$ cat config.mk
export PLATFORM = sky130hd
export DESIGN_NAME = interrupt_vector_sfr
export DESIGN_NICKNAME = d
export VERILOG_FILES = /design/src/rtl/ivec_pkg.sv /design/src/rtl/interrupt_vector_sfr.sv
export VERILOG_INCLUDE_DIRS = /design/src /design/src/rtl
export SDC_FILE = /design/constraint.sdc
export NUM_CORES = 1
export LEC_CHECK = 0
export ABC_AREA = 1
export BUFFER_PORTS_ARGS = -buffer_cell sky130_fd_sc_hd__buf_2
export CAP_MARGIN = 20
export CORE_UTILIZATION = 45
export DETAILED_ROUTE_END_ITERATION = 6
export HOLD_SLACK_MARGIN = 0.15
export PLACE_DENSITY = 0.8
export SLEW_MARGIN = 20
export SYNTH_ARGS = -nofsm -noshare
export SYNTH_HDL_FRONTEND = slang
export SYNTH_SLANG_ARGS = --single-unit
$ cat constraint.sdc
create_clock -name mclk -period 3.1 [get_ports mclk]
set_clock_uncertainty 0.05 [all_clocks]
set_input_delay 0.62 -clock mclk [delete_from_list [all_inputs] [get_ports mclk]]
set_output_delay 0.62 -clock mclk [all_outputs]
set_load 0.1 [all_outputs]
$ cat src/rtl/ivec_defines.svh
// Register indices, field positions, reset values and vector constants
`ifndef IVEC_DEFINES_SVH
`define IVEC_DEFINES_SVH

`define AXI_AW        6
`define IDX_IE1       4'h0
`define IDX_IE2       4'h1
`define IDX_FLAG1     4'h2
`define IDX_FLAG2     4'h3
`define IDX_ME2       4'h5
`define IDX_STAT      4'h8

`define F1_WDT        0
`define F1_OSC        1
`define F1_DIO0       2
`define F1_DIO1       3
`define F1_NMI        4
`define FLAG1_MASK    8'h1f
`define FLAG1_RST     8'h02
`define IE1_MASK      8'h0f

`define F2_RX         0
`define F2_TX         1
`define F2_BT         7
`define FLAG2_MASK    8'h83
`define FLAG2_RST     8'h02
`define IE2_MASK      8'h83

`define ME2_RXE       0
`define ME2_TXE       1
`define ME2_MASK      8'h03
`define ME2_RST       8'h00

`define VEC_BASE      16'hffe0
`define PRIO_RESET    4'hf
`define PRIO_NMI      4'he
`define PRIO_DIO0     4'hd
`define PRIO_DIO1     4'hc
`define PRIO_WDT      4'ha
`define PRIO_CC0      4'h9
`define PRIO_TMR      4'h8
`define PRIO_RX       4'h7
`define PRIO_TX       4'h6
`define PRIO_TP       4'h4
`define PRIO_P2       4'h3
`define PRIO_P1       4'h2
`define PRIO_BT       4'h1
`define PRIO_P0       4'h0

`define RESP_OKAY     2'h0
`define RESP_SLVERR   2'h2

`endif

$ cat src/rtl/ivec_pkg.sv
// Types shared by the interrupt vector and flag block
package ivec_pkg;

  typedef struct packed {
    logic       wdtOverflow;
    logic       wdtKeyViolation;
    logic       wdtResetMode;
    logic       oscFault;
    logic       dio0Event;
    logic       dio1Event;
    logic       rxEvent;
    logic       txEvent;
    logic       basicTimerEvent;
    logic       captureCompare0Flag;
    logic       mainTimerFlag;
    logic       timerPortReq;
    logic [5:0] port0UpperFlags;
    logic [7:0] port1PinFlags;
    logic [7:0] port2PinFlags;
  } periph_events_t;

  typedef struct packed {
    logic [3:0]  prio;
    logic [15:0] addr;
    logic [15:0] handler;
  } vector_out_t;

endpackage

$ cat src/rtl/interrupt_vector_sfr.sv
// Interrupt flag collection, fixed-priority vectoring and special-function registers
//
// Overview of operation
// RULE1: Start address and all vectors are sixteen words from 0FFE0h to 0FFFFh.
// RULE2: Each vector word is a 16-bit handler address handed to the core.
// RULE3: Power-up, pin reset and watchdog reset use 0FFFEh at priority 15.
// RULE4: Fixed vectors for watchdog interval, serial, timer/port, basic timer, dedicated I/O 0.
// RULE5: Hardware sets flags; software polls, enables and clears them.
// RULE6: Falling level on reset/NMI pin sets NMI flag, vector 0FFFCh priority 14.
// RULE7: Oscillator fault sets its flag, shares 0FFFCh, maskable by its enable.
// RULE8: Watchdog overflow or key violation sets the watchdog flag.
// RULE9: Only power-on or pin reset clears the watchdog flag; here acceptance of its vector or a software write also clears it.
// RULE10: Dedicated I/O 1 flag also serves timer receive, vector 0FFF8h priority 12.
// RULE11: Port 2 eight flags form one request, 0FFE6h priority 3.
// RULE12: Port 1 eight flags form one request, 0FFE4h priority 2.
// RULE13: Port 0 flags 2 to 7 form one request, 0FFE0h priority 0.
// RULE14: Timer capture/compare, main timer, timer/port flags stay in their modules.
// RULE15: Unassigned special-function bits hold no storage and read zero.
// RULE16: Flag register one at 02h, flag register two at 03h.
// RULE17: Module enable two at 05h holds serial tx/rx enables, reset zero.
// RULE18: Any interrupt wakes the core; return restores the prior mode.
// RULE19: Highest fixed priority pending request is offered first; others stay pending.
// RULE20: Maskable requests need their own enable and the global enable.
`include "ivec_defines.svh"

module interrupt_vector_sfr
  import ivec_pkg::*;
#(
  parameter logic [255:0] VECTOR_WORDS = 256'h0
)(
  input  wire logic                 mclk,
  input  wire logic                 nrst,
  input  wire logic                 rstNmiPin,
  input  wire periph_events_t       periph,
  input  wire logic                 globalIrqEnable,
  input  wire logic                 irqAck,
  input  wire logic                 returnFromInterrupt,
  input  wire logic [3:0]           cpuMode,
  output logic                      irqReq,
  output vector_out_t               vecOut,
  output logic                      wakeReq,
  output logic [3:0]                modeRestore,
  output logic                      modeRestoreValid,
  output logic                      serialTxEnable,
  output logic                      serialRxEnable,
  input  wire logic [`AXI_AW-1:0]   s_axi_awaddr,
  input  wire logic                 s_axi_awvalid,
  output logic                      s_axi_awready,
  input  wire logic [31:0]          s_axi_wdata,
  input  wire logic [3:0]           s_axi_wstrb,
  input  wire logic                 s_axi_wvalid,
  output logic                      s_axi_wready,
  output logic [1:0]                s_axi_bresp,
  output logic                      s_axi_bvalid,
  input  wire logic                 s_axi_bready,
  input  wire logic [`AXI_AW-1:0]   s_axi_araddr,
  input  wire logic                 s_axi_arvalid,
  output logic                      s_axi_arready,
  output logic [31:0]               s_axi_rdata,
  output logic [1:0]                s_axi_rresp,
  output logic                      s_axi_rvalid,
  input  wire logic                 s_axi_rready
);

  logic [1:0]         rstSync;
  logic               rstN;
  logic [2:0]         pinSync;
  logic               pinStableReg;
  logic               nmiEdgeReg;
  logic               awHeldReg;
  logic [3:0]         awIdxReg;
  logic               wHeldReg;
  logic [7:0]         wDataReg;
  logic               wLaneReg;
  logic               doWrite;
  logic               bvalidReg;
  logic [1:0]         brespReg;
  logic               rvalidReg;
  logic [31:0]        rdataReg;
  logic [1:0]         rrespReg;
  logic [7:0]         flag1Reg;
  logic [7:0]         flag1Next;
  logic [7:0]         flag2Reg;
  logic [7:0]         flag2Next;
  logic [7:0]         ie1Reg;
  logic [7:0]         ie2Reg;
  logic [7:0]         me2Reg;
  logic               startupReg;
  logic               wdtResetPendReg;
  logic [15:0]        reqs;
  logic               validReg;
  logic [3:0]         prioReg;
  logic [15:0]        addrReg;
  logic [15:0]        handlerReg;
  logic               ackBlankReg;
  logic               accept;
  logic [3:0]         savedModeReg;
  logic [3:0]         modeRestoreReg;
  logic               restoreValidReg;
  logic               wdtSet;
  logic [15:0]        vecRom [16];

  function automatic logic [3:0] topPrio(input logic [15:0] r);
    logic [3:0] p;
    p = 4'h0;
    for (int i = 0; i < 16; i++) begin
      if (r[i]) begin
        p = 4'(i);
      end
    end
    return p;
  endfunction

  function automatic logic [3:0] regIdx(input logic [`AXI_AW-1:0] a);
    return a[`AXI_AW-1:2];
  endfunction

  function automatic logic isMapped(input logic [3:0] idx);
    return idx == `IDX_IE1 || idx == `IDX_IE2 || idx == `IDX_FLAG1 ||
           idx == `IDX_FLAG2 || idx == `IDX_ME2 || idx == `IDX_STAT;
  endfunction

  // Reset release through two stages
  always_ff @(posedge mclk or negedge nrst) begin
    if (!nrst) begin
      rstSync <= 2'h0;
    end else begin
      rstSync <= {rstSync[0], 1'b1};
    end
  end
  assign rstN = rstSync[1];

  // Vector words sit at 0FFE0h + 2 * priority
  always_comb begin
    for (int i = 0; i < 16; i++) begin
      vecRom[i] = VECTOR_WORDS[i*16 +: 16]; // RULE1
    end
  end

  // Pin filter: a new level counts once stages two and three agree
  always_ff @(posedge mclk or negedge rstN) begin
    if (!rstN) begin
      pinSync      <= 3'h7;
      pinStableReg <= 1'b1;
      nmiEdgeReg   <= 1'b0;
    end else begin
      pinSync <= {pinSync[1:0], rstNmiPin};
      if (pinSync[1] == pinSync[2]) begin
        pinStableReg <= pinSync[2];
      end
      nmiEdgeReg <= pinStableReg && (pinSync[1] == pinSync[2]) && !pinSync[2]; // RULE6
    end
  end

  // AXI4-Lite write: address and data taken in either order
  assign s_axi_awready = !awHeldReg;
  assign s_axi_wready  = !wHeldReg;
  assign doWrite       = awHeldReg && wHeldReg && !bvalidReg;

  always_ff @(posedge mclk or negedge rstN) begin
    if (!rstN) begin
      awHeldReg <= 1'b0;
      awIdxReg  <= 4'h0;
      wHeldReg  <= 1'b0;
      wDataReg  <= 8'h00;
      wLaneReg  <= 1'b0;
      bvalidReg <= 1'b0;
      brespReg  <= `RESP_OKAY;
    end else begin
      if (s_axi_awvalid && !awHeldReg) begin
        awHeldReg <= 1'b1;
        awIdxReg  <= regIdx(s_axi_awaddr);
      end else if (doWrite) begin
        awHeldReg <= 1'b0;
      end
      if (s_axi_wvalid && !wHeldReg) begin
        wHeldReg <= 1'b1;
        wDataReg <= s_axi_wdata[7:0];
        wLaneReg <= s_axi_wstrb[0];
      end else if (doWrite) begin
        wHeldReg <= 1'b0;
      end
      if (doWrite) begin
        bvalidReg <= 1'b1;
        brespReg  <= isMapped(awIdxReg) ? `RESP_OKAY : `RESP_SLVERR;
      end else if (s_axi_bready) begin
        bvalidReg <= 1'b0;
      end
    end
  end
  assign s_axi_bvalid = bvalidReg;
  assign s_axi_bresp  = brespReg;

  function automatic logic wrHit(input logic [3:0] idx);
    return doWrite && wLaneReg && awIdxReg == idx;
  endfunction

  // AXI4-Lite read; unassigned bits come back zero
  assign s_axi_arready = !rvalidReg;
  always_ff @(posedge mclk or negedge rstN) begin
    if (!rstN) begin
      rvalidReg <= 1'b0;
      rdataReg  <= 32'h0;
      rrespReg  <= `RESP_OKAY;
    end else if (s_axi_arvalid && !rvalidReg) begin
      rvalidReg <= 1'b1;
      rrespReg  <= isMapped(regIdx(s_axi_araddr)) ? `RESP_OKAY : `RESP_SLVERR;
      unique case (regIdx(s_axi_araddr))
        `IDX_IE1:   rdataReg <= {24'h0, ie1Reg};
        `IDX_IE2:   rdataReg <= {24'h0, ie2Reg};
        `IDX_FLAG1: rdataReg <= {24'h0, flag1Reg}; // RULE16
        `IDX_FLAG2: rdataReg <= {24'h0, flag2Reg}; // RULE16
        `IDX_ME2:   rdataReg <= {24'h0, me2Reg};
        `IDX_STAT:  rdataReg <= {11'h0, validReg, prioReg, addrReg};
        default:    rdataReg <= 32'h0;
      endcase
    end else if (s_axi_rready) begin
      rvalidReg <= 1'b0;
    end
  end
  assign s_axi_rvalid = rvalidReg;
  assign s_axi_rdata  = rdataReg;
  assign s_axi_rresp  = rrespReg;

  assign accept = irqReq && irqAck;
  assign wdtSet = periph.wdtOverflow || periph.wdtKeyViolation;

  // Flags: a hardware set beats a software write or an acceptance clear
  always_comb begin
    flag1Next = wrHit(`IDX_FLAG1) ? wDataReg : flag1Reg; // RULE5
    if (accept && prioReg == `PRIO_WDT) begin
      flag1Next[`F1_WDT] = 1'b0;
    end
    flag1Next[`F1_WDT]  = flag1Next[`F1_WDT] | wdtSet; // RULE8
    flag1Next[`F1_OSC]  = flag1Next[`F1_OSC] | periph.oscFault; // RULE7
    flag1Next[`F1_DIO0] = flag1Next[`F1_DIO0] | periph.dio0Event;
    flag1Next[`F1_DIO1] = flag1Next[`F1_DIO1] | periph.dio1Event; // RULE10
    flag1Next[`F1_NMI]  = flag1Next[`F1_NMI] | nmiEdgeReg; // RULE6
    flag1Next = flag1Next & `FLAG1_MASK; // RULE15
  end

  always_comb begin
    flag2Next = wrHit(`IDX_FLAG2) ? wDataReg : flag2Reg; // RULE5
    if (accept && prioReg == `PRIO_BT) begin
      flag2Next[`F2_BT] = 1'b0;
    end
    flag2Next[`F2_RX] = flag2Next[`F2_RX] | (periph.rxEvent && me2Reg[`ME2_RXE]);
    flag2Next[`F2_TX] = flag2Next[`F2_TX] | (periph.txEvent && me2Reg[`ME2_TXE]);
    flag2Next[`F2_BT] = flag2Next[`F2_BT] | periph.basicTimerEvent;
    flag2Next = flag2Next & `FLAG2_MASK; // RULE15
  end

  // This reset path, a software write and watchdog vector acceptance clear the watchdog flag
  always_ff @(posedge mclk or negedge rstN) begin
    if (!rstN) begin
      flag1Reg <= `FLAG1_RST; // RULE9
      flag2Reg <= `FLAG2_RST;
    end else begin
      flag1Reg <= flag1Next;
      flag2Reg <= flag2Next;
    end
  end

  always_ff @(posedge mclk or negedge rstN) begin
    if (!rstN) begin
      ie1Reg <= 8'h00;
      ie2Reg <= 8'h00;
      me2Reg <= `ME2_RST; // RULE17
    end else begin
      if (wrHit(`IDX_IE1)) begin
        ie1Reg <= wDataReg & `IE1_MASK;
      end
      if (wrHit(`IDX_IE2)) begin
        ie2Reg <= wDataReg & `IE2_MASK;
      end
      if (wrHit(`IDX_ME2)) begin
        me2Reg <= wDataReg & `ME2_MASK; // RULE17
      end
    end
  end
  assign serialTxEnable = me2Reg[`ME2_TXE]; // RULE17
  assign serialRxEnable = me2Reg[`ME2_RXE]; // RULE17

  // Start-up and watchdog reset requests hold until the core takes the reset vector
  always_ff @(posedge mclk or negedge rstN) begin
    if (!rstN) begin
      startupReg      <= 1'b1; // RULE3
      wdtResetPendReg <= 1'b0;
    end else begin
      if (accept && prioReg == `PRIO_RESET) begin
        startupReg <= 1'b0;
      end
      if (wdtSet && periph.wdtResetMode) begin
        wdtResetPendReg <= 1'b1; // RULE3
      end else if (accept && prioReg == `PRIO_RESET) begin
        wdtResetPendReg <= 1'b0;
      end
    end
  end

  // Request map; module-held timer flags arrive already enabled
  always_comb begin
    reqs = 16'h0;
    reqs[`PRIO_RESET] = startupReg || wdtResetPendReg; // RULE3
    reqs[`PRIO_NMI]   = flag1Reg[`F1_NMI] || (flag1Reg[`F1_OSC] && ie1Reg[`F1_OSC]); // RULE6 RULE7
    reqs[`PRIO_DIO0]  = globalIrqEnable && flag1Reg[`F1_DIO0] && ie1Reg[`F1_DIO0]; // RULE4 RULE20
    reqs[`PRIO_DIO1]  = globalIrqEnable && flag1Reg[`F1_DIO1] && ie1Reg[`F1_DIO1]; // RULE10 RULE20
    reqs[`PRIO_WDT]   = globalIrqEnable && flag1Reg[`F1_WDT] && ie1Reg[`F1_WDT] &&
                        !periph.wdtResetMode; // RULE4 RULE20
    reqs[`PRIO_CC0]   = globalIrqEnable && periph.captureCompare0Flag; // RULE14
    reqs[`PRIO_TMR]   = globalIrqEnable && periph.mainTimerFlag; // RULE14
    reqs[`PRIO_RX]    = globalIrqEnable && flag2Reg[`F2_RX] && ie2Reg[`F2_RX]; // RULE4 RULE20
    reqs[`PRIO_TX]    = globalIrqEnable && flag2Reg[`F2_TX] && ie2Reg[`F2_TX]; // RULE4 RULE20
    reqs[`PRIO_TP]    = globalIrqEnable && periph.timerPortReq; // RULE4 RULE14
    reqs[`PRIO_P2]    = globalIrqEnable && (|periph.port2PinFlags); // RULE11
    reqs[`PRIO_P1]    = globalIrqEnable && (|periph.port1PinFlags); // RULE12
    reqs[`PRIO_BT]    = globalIrqEnable && flag2Reg[`F2_BT] && ie2Reg[`F2_BT]; // RULE4 RULE20
    reqs[`PRIO_P0]    = globalIrqEnable && (|periph.port0UpperFlags); // RULE13
  end

  // Pending vector registered every cycle; one blank cycle after acceptance hides stale state
  always_ff @(posedge mclk or negedge rstN) begin
    if (!rstN) begin
      validReg    <= 1'b0;
      prioReg     <= 4'h0;
      addrReg     <= `VEC_BASE;
      handlerReg  <= 16'h0;
      ackBlankReg <= 1'b0;
    end else begin
      validReg    <= |reqs;
      prioReg     <= topPrio(reqs); // RULE19
      addrReg     <= `VEC_BASE + {11'h0, topPrio(reqs), 1'b0}; // RULE1
      handlerReg  <= vecRom[topPrio(reqs)]; // RULE2
      ackBlankReg <= accept;
    end
  end
  assign irqReq  = validReg && !ackBlankReg;
  assign wakeReq = irqReq; // RULE18
  assign vecOut  = '{prio: prioReg, addr: addrReg, handler: handlerReg};

  // Single saved mode: nested handlers must rely on the core's own stack
  always_ff @(posedge mclk or negedge rstN) begin
    if (!rstN) begin
      savedModeReg    <= 4'h0;
      modeRestoreReg  <= 4'h0;
      restoreValidReg <= 1'b0;
    end else begin
      if (accept) begin
        savedModeReg <= cpuMode; // RULE18
      end
      restoreValidReg <= returnFromInterrupt;
      if (returnFromInterrupt) begin
        modeRestoreReg <= savedModeReg; // RULE18
      end
    end
  end
  assign modeRestore      = modeRestoreReg;
  assign modeRestoreValid = restoreValidReg;
endmodule

==> qor.csv, run 1 <==
stage,metric,value,unit
synth,ys_async_sr_fraction,100,%
clock_tree,clk_latency,0.34,ns
floorplanning,num_rows,31,
grt,grt_pass1_vias,2677,
timing,rsz0062_at_grt,false,
synth,yosys_most_used_dff,dfrtp_1,
worst_setup_path,crit_fanout,3,
finish,area.growth.synth_to_final,18.4,%
hold_path,min_path_type,flip-flop to async pin,
timing,drv_slew,0,
synth,ys_types,38,
finish,drive_above_1_share,30.9,%
timing,finalSetupTns,0,ns
placed_design,dpl_cell_area,0.00390,mm²
worst_setup_path,cp_slowest_cell,buf_2,
pwr,ir_drop,695,µV
synth,syn-cell-area,0.00351,mm²
worst_setup_path,path_class,flip-flop to output port,
floorplanning,die_y,90.3,µm
grt,grt_pass1_wl,12.3,mm
routing,detail-route-antenna-nets,0,
routing,finalWirelength,7.24,mm
grt,overflow,0,
grt,grt_max_degree,52,
timing,fin_crit,1.99,ns
clock_tree,clockBufferDepth,2,
placed_design,dp_hpwl,5.79,mm
synth,ys_ff_latch,70,
pwr,p_per_area,856,mW/mm²
run,cap_violations,0,
clock_tree,cts_root_buf,clkbuf_8,
synth,ys_seq_area_share,50.1,%
worst_setup_path,critPathTopFamily,buffers and inverters,
synth,yosysWarnings,0,
routing,wl_per_cell,11.9,µm
placed_design,dp.cells,590,
finish,n_antenna_cell,0,
routing,num_vias,2803,
synth,synth_area_leader_cell,dfrtp_1,
worst_setup_path,cp_num_buf_inv,1,
pwr,p_leak,2.28,nW
worst_setup_path,start_kind,flip-flop,
finish,postLayoutCellArea,0.00416,mm²
timing,finalHoldViolations,0,
synth,synth_area_leaders,"dfrtp_1 45%, buf_4 12%, nand2_1 10%, dfstp_2 5.2%, o21ai_0 4.1%",
floorplanning,dieArea,0.00816,mm²
synth,syn_inst,401,
clock_tree,cts.sinks,70,
routing,viasPerCell,4.62,
timing,fmax,502,MHz
floorplanning,fp.dieW,90.3,µm
run_status,outcome,"complete, no violations",
placed_design,portBuffers,108,
clock_tree,htree_levels,3,
synth,avgSynthCellArea,8.76,µm²
worst_setup_path,cp.arrival,1.32,ns
synth,yosysMostFrequentCell,nand2_1,
clock_tree,numCtsBuffers,9,
timing,final-setup-viol-count,0,
worst_setup_path,slowest_delay,0.45,ns
synth,synth_top_area_share,44.9,%
synth,synth_edf_count,0,
timing,finalCritPeriodShare,64.3,%
placed_design,routabilityCongestion,0.870,
worst_setup_path,critPathRequiredTime,2.43,ns
pwr,total_power,3.56,mW
floorplanning,io_pins,183,
worst_setup_path,crit_chain,"nor2_2, buf_2",
finish,nNetsFinal,600,
timing,worst_slew_pin_slew,0.632,ns
routing,first_iter_violations,118,
synth,synth_common_cells,"95 x nand2_1, 63 x dfrtp_1, 55 x buf_4, 36 x inv_1, 35 x nor2_1",
finish,finalNonFillerCells,607,
routing,drtPass1Iterations,6,
clock_tree,path_clk_slew,0.07,ns
floorplanning,core-area,0.00741,mm²
floorplanning,start_util,47.4,%
worst_setup_path,endpoint_kind,output port,
routing,drc,0,
timing,slew_headroom,57.9,%
clock_tree,cts_setup_buffers,0,
clock_tree,cts_tree,done,
grt,grtUsageTotal,19.1,%
grt,antenna_found_initial,0,
-- routing by layer --
layer,GRT usage [%],vias to the layer above,wire [µm]
li1,-,1399,-
met3,6.23,5,581
met2,30.9,120,3380
met5,0,-,0
met4,5.24,0,60
met1,24.5,1279,3220
-- cell usage in the layout, fill, tap and decap left out, types with 7 or more instances in the layout --
cell type,count
o21ai_0,29
nand3_1,12
clkbuf_8,10
nand2_1,95
a21oi_1,16
dfrtp_1,62
conb_1,42
nor2_1,35
dfstp_2,7
buf_2,108
mux2_2,8
inv_1,36
-- layout make-up --
type                       instances  area (µm²)
clock buffer                      11         141
clock inverter                     5         106
fill                             698        3250
inverter                          40         160
multi-input combinational        272        1300
sequential                        70        1760
tap                               99         124
timing repair buffer             110         558
-- power breakdown --
group | internal [mW] | switching [mW] | total, mW
clock | 0.558 | 0.334 | 0.892
combinational | 0.240 | 1.16 | 1.40
sequential | 1.11 | 0.156 | 1.26
total | 1.90 | 1.65 | 3.56
-- per-stage QoR --
stage / setup slack (ns) / utilization [%] / hold slack, ns
6_report: 1.11 / 56.1 / 0.307
5_1_grt: 1.02 / 56.1 / 0.298
4_1_cts: 1.08 / 56.1 / 0.302
3_5_place_dp: 1.27 / 52.6 / 0.287
3_3_place_gp: 1.26 / 52.6 / 0.288
2_1_floorplan: 0.682 / - / 0.274
-- worst reg2reg max path, cell delays in order, from the launching register on --
cell and delay (ns):
dfrtp_1 0.38, inv_1 0.08, nand2_1 0.36, inv_1 0.31, nand2_1 0.11, o21ai_0 0.17
-- worst paths after layout --
| kind | start | to | slack (ns) | depth (start not counted) |
|---|---|---|---|---|
| setup / recovery | ackBlankReg | irqReq | 1.11 | 2 |
| hold / removal | rstSync[1] | wdtResetPendReg | 0.31 | 0 |
| setup reg to reg | s_axi_rvalid | s_axi_rdata[20] | 1.57 | 5 |
| hold reg to reg | rstSync[1] | wdtResetPendReg | 0.31 | 0 |
| max in group asynchronous | rstSync[1] | s_axi_rdata[4] | 2.00 | 1 |
| min in group mclk | pinSync[0] | pinSync[1] | 0.31 | 0 |
-- repair_timing --
action                    CTS  global route
resized for setup           0             0
hold buffers                1             0
hold endpoints to repair    2             0
-- sequential cells by signal, summed over array words and instances, names as in the netlist, 2 cells and up --
name and count:
s_axi_rdata 12, ie1Reg 4, prioReg 4, wDataReg 6, modeRestore 4, savedModeReg 4, awIdxReg 4, ie2Reg 3
flag2Reg 3, rstSync 2, me2Reg 2, flag1Reg 5, pinSync 3
-- kinds of logic after synthesis --
family,count (synthesis),share of synthesized area (%)
AOI/OAI and AO/OA,59,9.30
adders and majority gates,1,0.285
buffers and inverters,99,17.0
DFF,70,50.1
muxes,8,2.57
other,2,0.214
and+or+nand+nor,162,20.5
Note: power is estimated with default switching activity, not from simulation.
==> run 2, diff against run 1 <==
==> constraint.sdc (replaced) <==
create_clock -name mclk -period 2 [get_ports mclk]
set_clock_uncertainty 0.05 [all_clocks]
set_input_delay 0.4 -clock mclk [delete_from_list [all_inputs] [get_ports mclk]]
set_output_delay 0.4 -clock mclk [all_outputs]
set_load 0.1 [all_outputs]
==> qor.csv, run 2 (same netlist as run 1, synthesis figures left out) <==
stage,metric,value,unit,change
clock_tree,cts_setup_buffers,0,,unchanged
clock_tree,cts_hold_buffers,2,,+1
hold_path,min_path_type,input port to flip-flop,,
worst_setup_path,r2r_slack,0.59,ns,-0.98 ns
run_status,outcome,"complete, no violations",,
pwr,pwr-share-comb,41.6,%,+2.2 points
finish,n_fill_cell,681,,-2.4%
worst_setup_path,reg2regPathDepth,6,,+1
worst_setup_path,cp_slowest_cell,dfrtp_4,,
routing,num_vias,2843,,+1.4%
floorplanning,core-area,0.00741,mm²,unchanged
placed_design,routabilityCongestion,0.891,,+2.4%
worst_setup_path,crit_chain,"clkinvlp_4, buf_2",,
routing,detail-route-antenna-nets,0,,unchanged
finish,finalNonFillerCells,609,,+0.33%
routing,drt-met1-wl,3.24,mm,+0.59%
pwr,p_leak,2.28,nW,-0.37%
finish,largest_reg_flops,12,,unchanged
worst_setup_path,slowest_delay,0.49,ns,+0.04 ns
routing,dr.max_layer_used,met4,,
finish,drive_above_1_share,31.6,%,+0.66 points
grt,antenna_found_initial,1,,+1
timing,finalHoldViolations,0,,unchanged
pwr,intPower,2.70,mW,+42%
clock_tree,cts.sinks,70,,unchanged
routing,drc,0,,unchanged
grt,grt_max_degree,44,,-15%
grt,grt_pass1_vias,2684,,+0.26%
worst_setup_path,worstSetupPathDepth,2,,unchanged
routing,wl_met2,3.59,mm,+6.1%
worst_setup_path,crit_fanout,3,,unchanged
floorplanning,dieArea,0.00816,mm²,unchanged
clock_tree,numCtsBuffers,9,,unchanged
grt,grt_pass1_wl,12.5,mm,+1.7%
finish,final_cell_mix,"108 x buf_2, 95 x nand2_1, 61 x dfrtp_1",,
clock_tree,postCtsResizedCells,0,,unchanged
timing,rsz0062_at_grt,false,,
timing,finalSetupTns,0,ns,unchanged
finish,n_antenna_cell,0,,unchanged
clock_tree,cts_root_buf,clkbuf_8,,
pwr,ir_drop,1440,µV,+110%
timing,slew_headroom,62.6,%,+4.7 points
worst_setup_path,path_class,flip-flop to output port,,
routing,finalWirelength,7.54,mm,+4.1%
pwr,p_clk_share,21.5,%,-3.6 points
timing,fin_crit,1.78,ns,
finish,nNetsFinal,602,,+0.33%
clock_tree,htree_levels,3,,unchanged
routing,wl_per_cell,12.4,µm,+3.7%
worst_setup_path,start_kind,flip-flop,,
finish,area.growth.synth_to_final,18.1,%,
finish,finalCoreUtilization,56.0,%,-0.12 points
timing,drv_slew,0,,unchanged
worst_setup_path,endpoint_kind,output port,,
routing,met3_length,665,µm,+14%
timing,worst_slew_pin_slew,0.562,ns,-0.0701 ns
placed_design,portBuffers,108,,unchanged
routing,viasPerCell,4.67,,+1.1%
finish,postLayoutCellArea,0.00415,mm²,-0.21%
routing,first_iter_violations,154,,+31%
clock_tree,cts_tree,done,,
placed_design,dp.cells,591,,+0.17%
grt,overflow,0,,unchanged
floorplanning,fp.dieW,90.3,µm,unchanged
pwr,power.share.sequential,37.0,%,+1.5 points
pwr,switchingPower,2.58,mW,+56%
worst_setup_path,cp.arrival,1.33,ns,about the same
worst_setup_path,critPathTopFamily,buffers and inverters,,
floorplanning,num_rows,31,,unchanged
timing,final-setup-viol-count,0,,unchanged
clock_tree,clk_latency,0.34,ns,about the same
grt,grtUsageTotal,19.5,%,+0.41 points
clock_tree,path_clk_slew,0.08,ns,about the same
timing,finalCritPeriodShare,88.8,%,
run,cap_violations,0,,unchanged
floorplanning,io_pins,183,,unchanged
floorplanning,start_util,47.4,%,unchanged
clock_tree,clockBufferDepth,2,,unchanged
floorplanning,die_y,90.3,µm,unchanged
worst_setup_path,cp_num_buf_inv,2,,+1
pwr,switching_share,48.8,%,+2.4 points
hold_path,holdPathStages,3,,
worst_setup_path,critPathRequiredTime,1.55,ns,-0.88 ns
finish,final_common_cell,buf_2,,
routing,drtPass1Iterations,4,,-2
placed_design,dp_hpwl,5.93,mm,+2.3%
timing,fmax,563,MHz,
pwr,p_per_area,1270,mW/mm²,+49%
placed_design,dpl_cell_area,0.00393,mm²,+0.83%
## run 2: cell types whose count changed in the layout (fill, tap and decap cells not counted), sizes merged
cell | before | now
clkinvlp | 1 | 2
clkinv | 2 | 5
buf | 109 | 110
clkbuf | 11 | 10
bufinv | 3 | 1
dlygate4sd3 | 1 | 2
inv | 39 | 38
## run 2: power groups by stage
| stage | Sequential (mW) | Combinational, mW | Clock (mW) |
|---|---|---|---|
| floorplan | 2.58 | 1.30 | 0 |
| global placement | 1.96 | 2.16 | 0 |
| detailed placement | 1.98 | 2.20 | 0 |
| CTS | 1.95 | 2.20 | 1.16 |
| global route | 2.00 | 2.32 | 1.22 |
| finish | 1.95 | 2.19 | 1.13 |
## run 2: cell type report
| type | instances | area, µm² | share of cell area, % |
|---|---|---|---|
| clock buffers | 10 | 138 | 3.32 |
| flip-flops and latches | 70 | 1770 | 42.6 |
| multi-input cells | 272 | 1310 | 31.5 |
| clock inverters | 6 | 61.3 | 1.48 |
| well taps | 99 | 124 | 2.99 |
| inverters | 40 | 164 | 3.95 |
| repair buffers | 112 | 588 | 14.2 |
## run 2: path summary, 6_finish.rpt
kind	endpoint	from
worst max register to register	flag1Reg[0]	ackBlankReg
worst min-delay path	flag1Reg[2]	periph[29]
worst min register to register	modeRestore[2]	rstSync[1]
max in group asynchronous	flag2Reg[1]	rstSync[1]
min in group asynchronous	modeRestore[2]	rstSync[1]
worst max-delay path	s_axi_arready	s_axi_rvalid
## run 2: metrics by stage
stage	hold slack, ns	setup slack (ns)	power [mW]
floorplan	0.0544	0.0692	3.87
global placement	0.138	0.406	4.13
detailed placement	0.141	0.403	4.17
CTS	0.167	0.209	5.32
global route	0.171	0.170	5.53
finish	0.186	0.224	5.28
## run 2: worst min-delay path, stage by stage
cell,delay [ns]
buf_2,0.07
a21oi_1,0.03
nand2_1,0.04
## run 2: routing by layer
layer  up-vias  track usage [%]
li1       1389                -
met5         -                0
met3         9             6.48
met2       140             31.4
met4         0             5.51
met1      1305             25.0
==> run 3, diff against run 2 <==
--- a/config.mk
+++ b/config.mk
@@ -9,10 +9,12 @@
 export ABC_AREA = 1
 export BUFFER_PORTS_ARGS = -buffer_cell sky130_fd_sc_hd__buf_2
 export CAP_MARGIN = 20
-export CORE_UTILIZATION = 45
+export CELL_PAD_IN_SITES_DETAIL_PLACEMENT = 1
+export CELL_PAD_IN_SITES_GLOBAL_PLACEMENT = 1
+export CORE_UTILIZATION = 32
 export DETAILED_ROUTE_END_ITERATION = 6
 export HOLD_SLACK_MARGIN = 0.15
-export PLACE_DENSITY = 0.8
+export PLACE_DENSITY_LB_ADDON = 0.1
 export SLEW_MARGIN = 20
 export SYNTH_ARGS = -nofsm -noshare
 export SYNTH_HDL_FRONTEND = slang
==> qor.csv, run 3 (same netlist as run 1, synthesis figures left out) <==
stage,metric,value,unit,change
floorplanning,num_rows,37,,+19%
timing,finalSetupTns,0,ns,unchanged
finish,postLayoutCellArea,0.00420,mm²,+1.3%
grt,grt_pass1_wl,14.2,mm,+14%
clock_tree,cts.sinks,70,,unchanged
grt,overflow,0,,unchanged
clock_tree,cts_root_buf,clkbuf_8,,
clock_tree,htree_levels,3,,unchanged
worst_setup_path,slowest_delay,0.49,ns,about the same
floorplanning,fp.dieW,107,µm,+18%
placed_design,dpl_cell_area,0.00398,mm²,+1.4%
timing,drv_slew,0,,unchanged
finish,finalNonFillerCells,647,,+6.2%
worst_setup_path,crit_chain,"clkinvlp_4, buf_2",,
finish,nNetsFinal,603,,+0.17%
worst_setup_path,cp_slowest_cell,dfrtp_4,,
pwr,switchingPower,2.60,mW,+0.92%
finish,largest_reg_flops,12,,unchanged
finish,drive_above_1_share,31.5,%,-0.062 points
floorplanning,die_y,107,µm,+18%
routing,drc,0,,unchanged
floorplanning,io_pins,183,,unchanged
placed_design,portBuffers,108,,unchanged
clock_tree,cts_tree,done,,
timing,finalCritPeriodShare,88.3,%,-0.55 points
finish,n_fill_cell,1318,,+94%
hold_path,min_path_type,flip-flop to async pin,,
routing,finalWirelength,8.49,mm,+13%
placed_design,routabilityCongestion,0.780,,-12%
pwr,pwr-share-comb,41.7,%,about the same
routing,viasPerCell,4.38,,-6.1%
worst_setup_path,crit_fanout,3,,unchanged
floorplanning,start_util,33.6,%,-14 points
pwr,power.share.sequential,36.7,%,-0.3 points
clock_tree,clockBufferDepth,2,,unchanged
routing,detail-route-antenna-nets,0,,unchanged
pwr,p_clk_share,21.6,%,about the same
floorplanning,dieArea,0.0114,mm²,+40%
pwr,p_leak,2.27,nW,about the same
pwr,ir_drop,838,µV,-42%
worst_setup_path,cp.arrival,1.32,ns,about the same
grt,antenna_found_initial,0,,-1
placed_design,dp.cells,629,,+6.4%
worst_setup_path,path_class,flip-flop to output port,,
run_status,outcome,"complete, no violations",,
timing,fin_crit,1.77,ns,-0.0110 ns
clock_tree,numCtsBuffers,9,,unchanged
routing,drtPass1Iterations,4,,unchanged
run,cap_violations,0,,unchanged
finish,final_common_cell,buf_2,,
floorplanning,core-area,0.0105,mm²,+41%
worst_setup_path,endpoint_kind,output port,,
finish,final_cell_mix,"108 x buf_2, 95 x nand2_1, 61 x dfrtp_1",,
clock_tree,path_clk_slew,0.07,ns,about the same
pwr,switching_share,49.0,%,+0.17 points
timing,rsz0062_at_grt,false,,
routing,first_iter_violations,75,,-51%
pwr,p_per_area,1260,mW/mm²,-0.75%
grt,grt_max_degree,46,,+4.5%
routing,num_vias,2835,,-0.28%
timing,finalHoldViolations,0,,unchanged
timing,final-setup-viol-count,0,,unchanged
worst_setup_path,critPathRequiredTime,1.55,ns,about the same
worst_setup_path,start_kind,flip-flop,,
clock_tree,clk_latency,0.34,ns,about the same
finish,n_antenna_cell,0,,unchanged
placed_design,dp_hpwl,6.83,mm,+15%
grt,grtUsageTotal,16.0,%,-3.5 points
grt,grt_pass1_vias,2920,,+8.8%
clock_tree,postCtsResizedCells,0,,unchanged
routing,wl_per_cell,13.1,µm,+6.0%
finish,area.growth.synth_to_final,19.7,%,
finish,finalCoreUtilization,40.2,%,-16 points
timing,fmax,566,MHz,+0.62%
pwr,intPower,2.71,mW,+0.23%
[run 3: changes by cell type in the layout (fill, tap and decap cells not counted), sizes merged]
| cell | before | now |
|---|---|---|
| clkbuf | 10 | 11 |
| clkinv | 5 | 3 |
| clkinvlp | 2 | 3 |
| buf | 110 | 111 |
[run 3: routing by layer]
metal	wire, µm	track usage, %	vias up
met1	3770	19.5	1339
met5	0	0	-
met4	96	4.31	0
met3	439	4.13	8
li1	-	-	1400
met2	4180	27.9	88
[run 3: final timing paths]
path                              start         endpoint  slack (ns)  depth (start not counted)
setup / recovery           s_axi_rvalid    s_axi_arready        0.23                          2
setup reg to reg           s_axi_rvalid  s_axi_rdata[19]        0.59                          4
hold reg to reg              rstSync[1]         wHeldReg        0.15                          0
max in group asynchronous    rstSync[1]   modeRestore[0]        1.00                          2
hold / removal               rstSync[1]         wHeldReg        0.15                          0
min in group mclk          s_axi_bready     s_axi_bvalid        0.19                          2
[run 3: critical path, delay by kind of cell, from the launching register on]
kind	cells	cell delay [ns]
buf+inv	2	0.49
flops	1	0.49
[run 3: layout make-up]
type | count | area [µm²] | share of cell area (%)
clock inverters | 5 | 58.8 | 1.40
well taps | 136 | 170 | 4.05
multi-input cells | 272 | 1310 | 31.1
repair buffers | 113 | 596 | 14.2
clock buffers | 11 | 141 | 3.36
flip-flops and latches | 70 | 1770 | 42.0
inverters | 40 | 164 | 3.90
[run 3: repair_timing]
| item | in CTS | in global routing |
|---|---|---|
| hold endpoints to repair | 3 | 0 |
| hold buffers | 2 | 0 |
| setup buffers | 0 | 0 |
| setup endpoints to repair | 0 | 0 |
[run 3: per-stage QoR]
step	hold WS [ns]	total power, mW	setup slack (ns)
global placement	0.136	4.17	0.360
floorplan	0.0544	3.87	0.0692
detailed placement	0.136	4.21	0.340
CTS	0.174	5.38	0.208
finish	0.152	5.31	0.235
global route	0.179	5.60	0.180
[run 3: power groups by stage]
stage / clock, mW / sequential (mW) / combinational, mW
4_1_cts: 1.19 / 1.96 / 2.23
5_1_grt: 1.24 / 2.00 / 2.35
3_5_place_dp: 0 / 1.98 / 2.22
3_3_place_gp: 0 / 1.97 / 2.20
6_report: 1.15 / 1.95 / 2.21
2_1_floorplan: 0 / 2.58 / 1.30
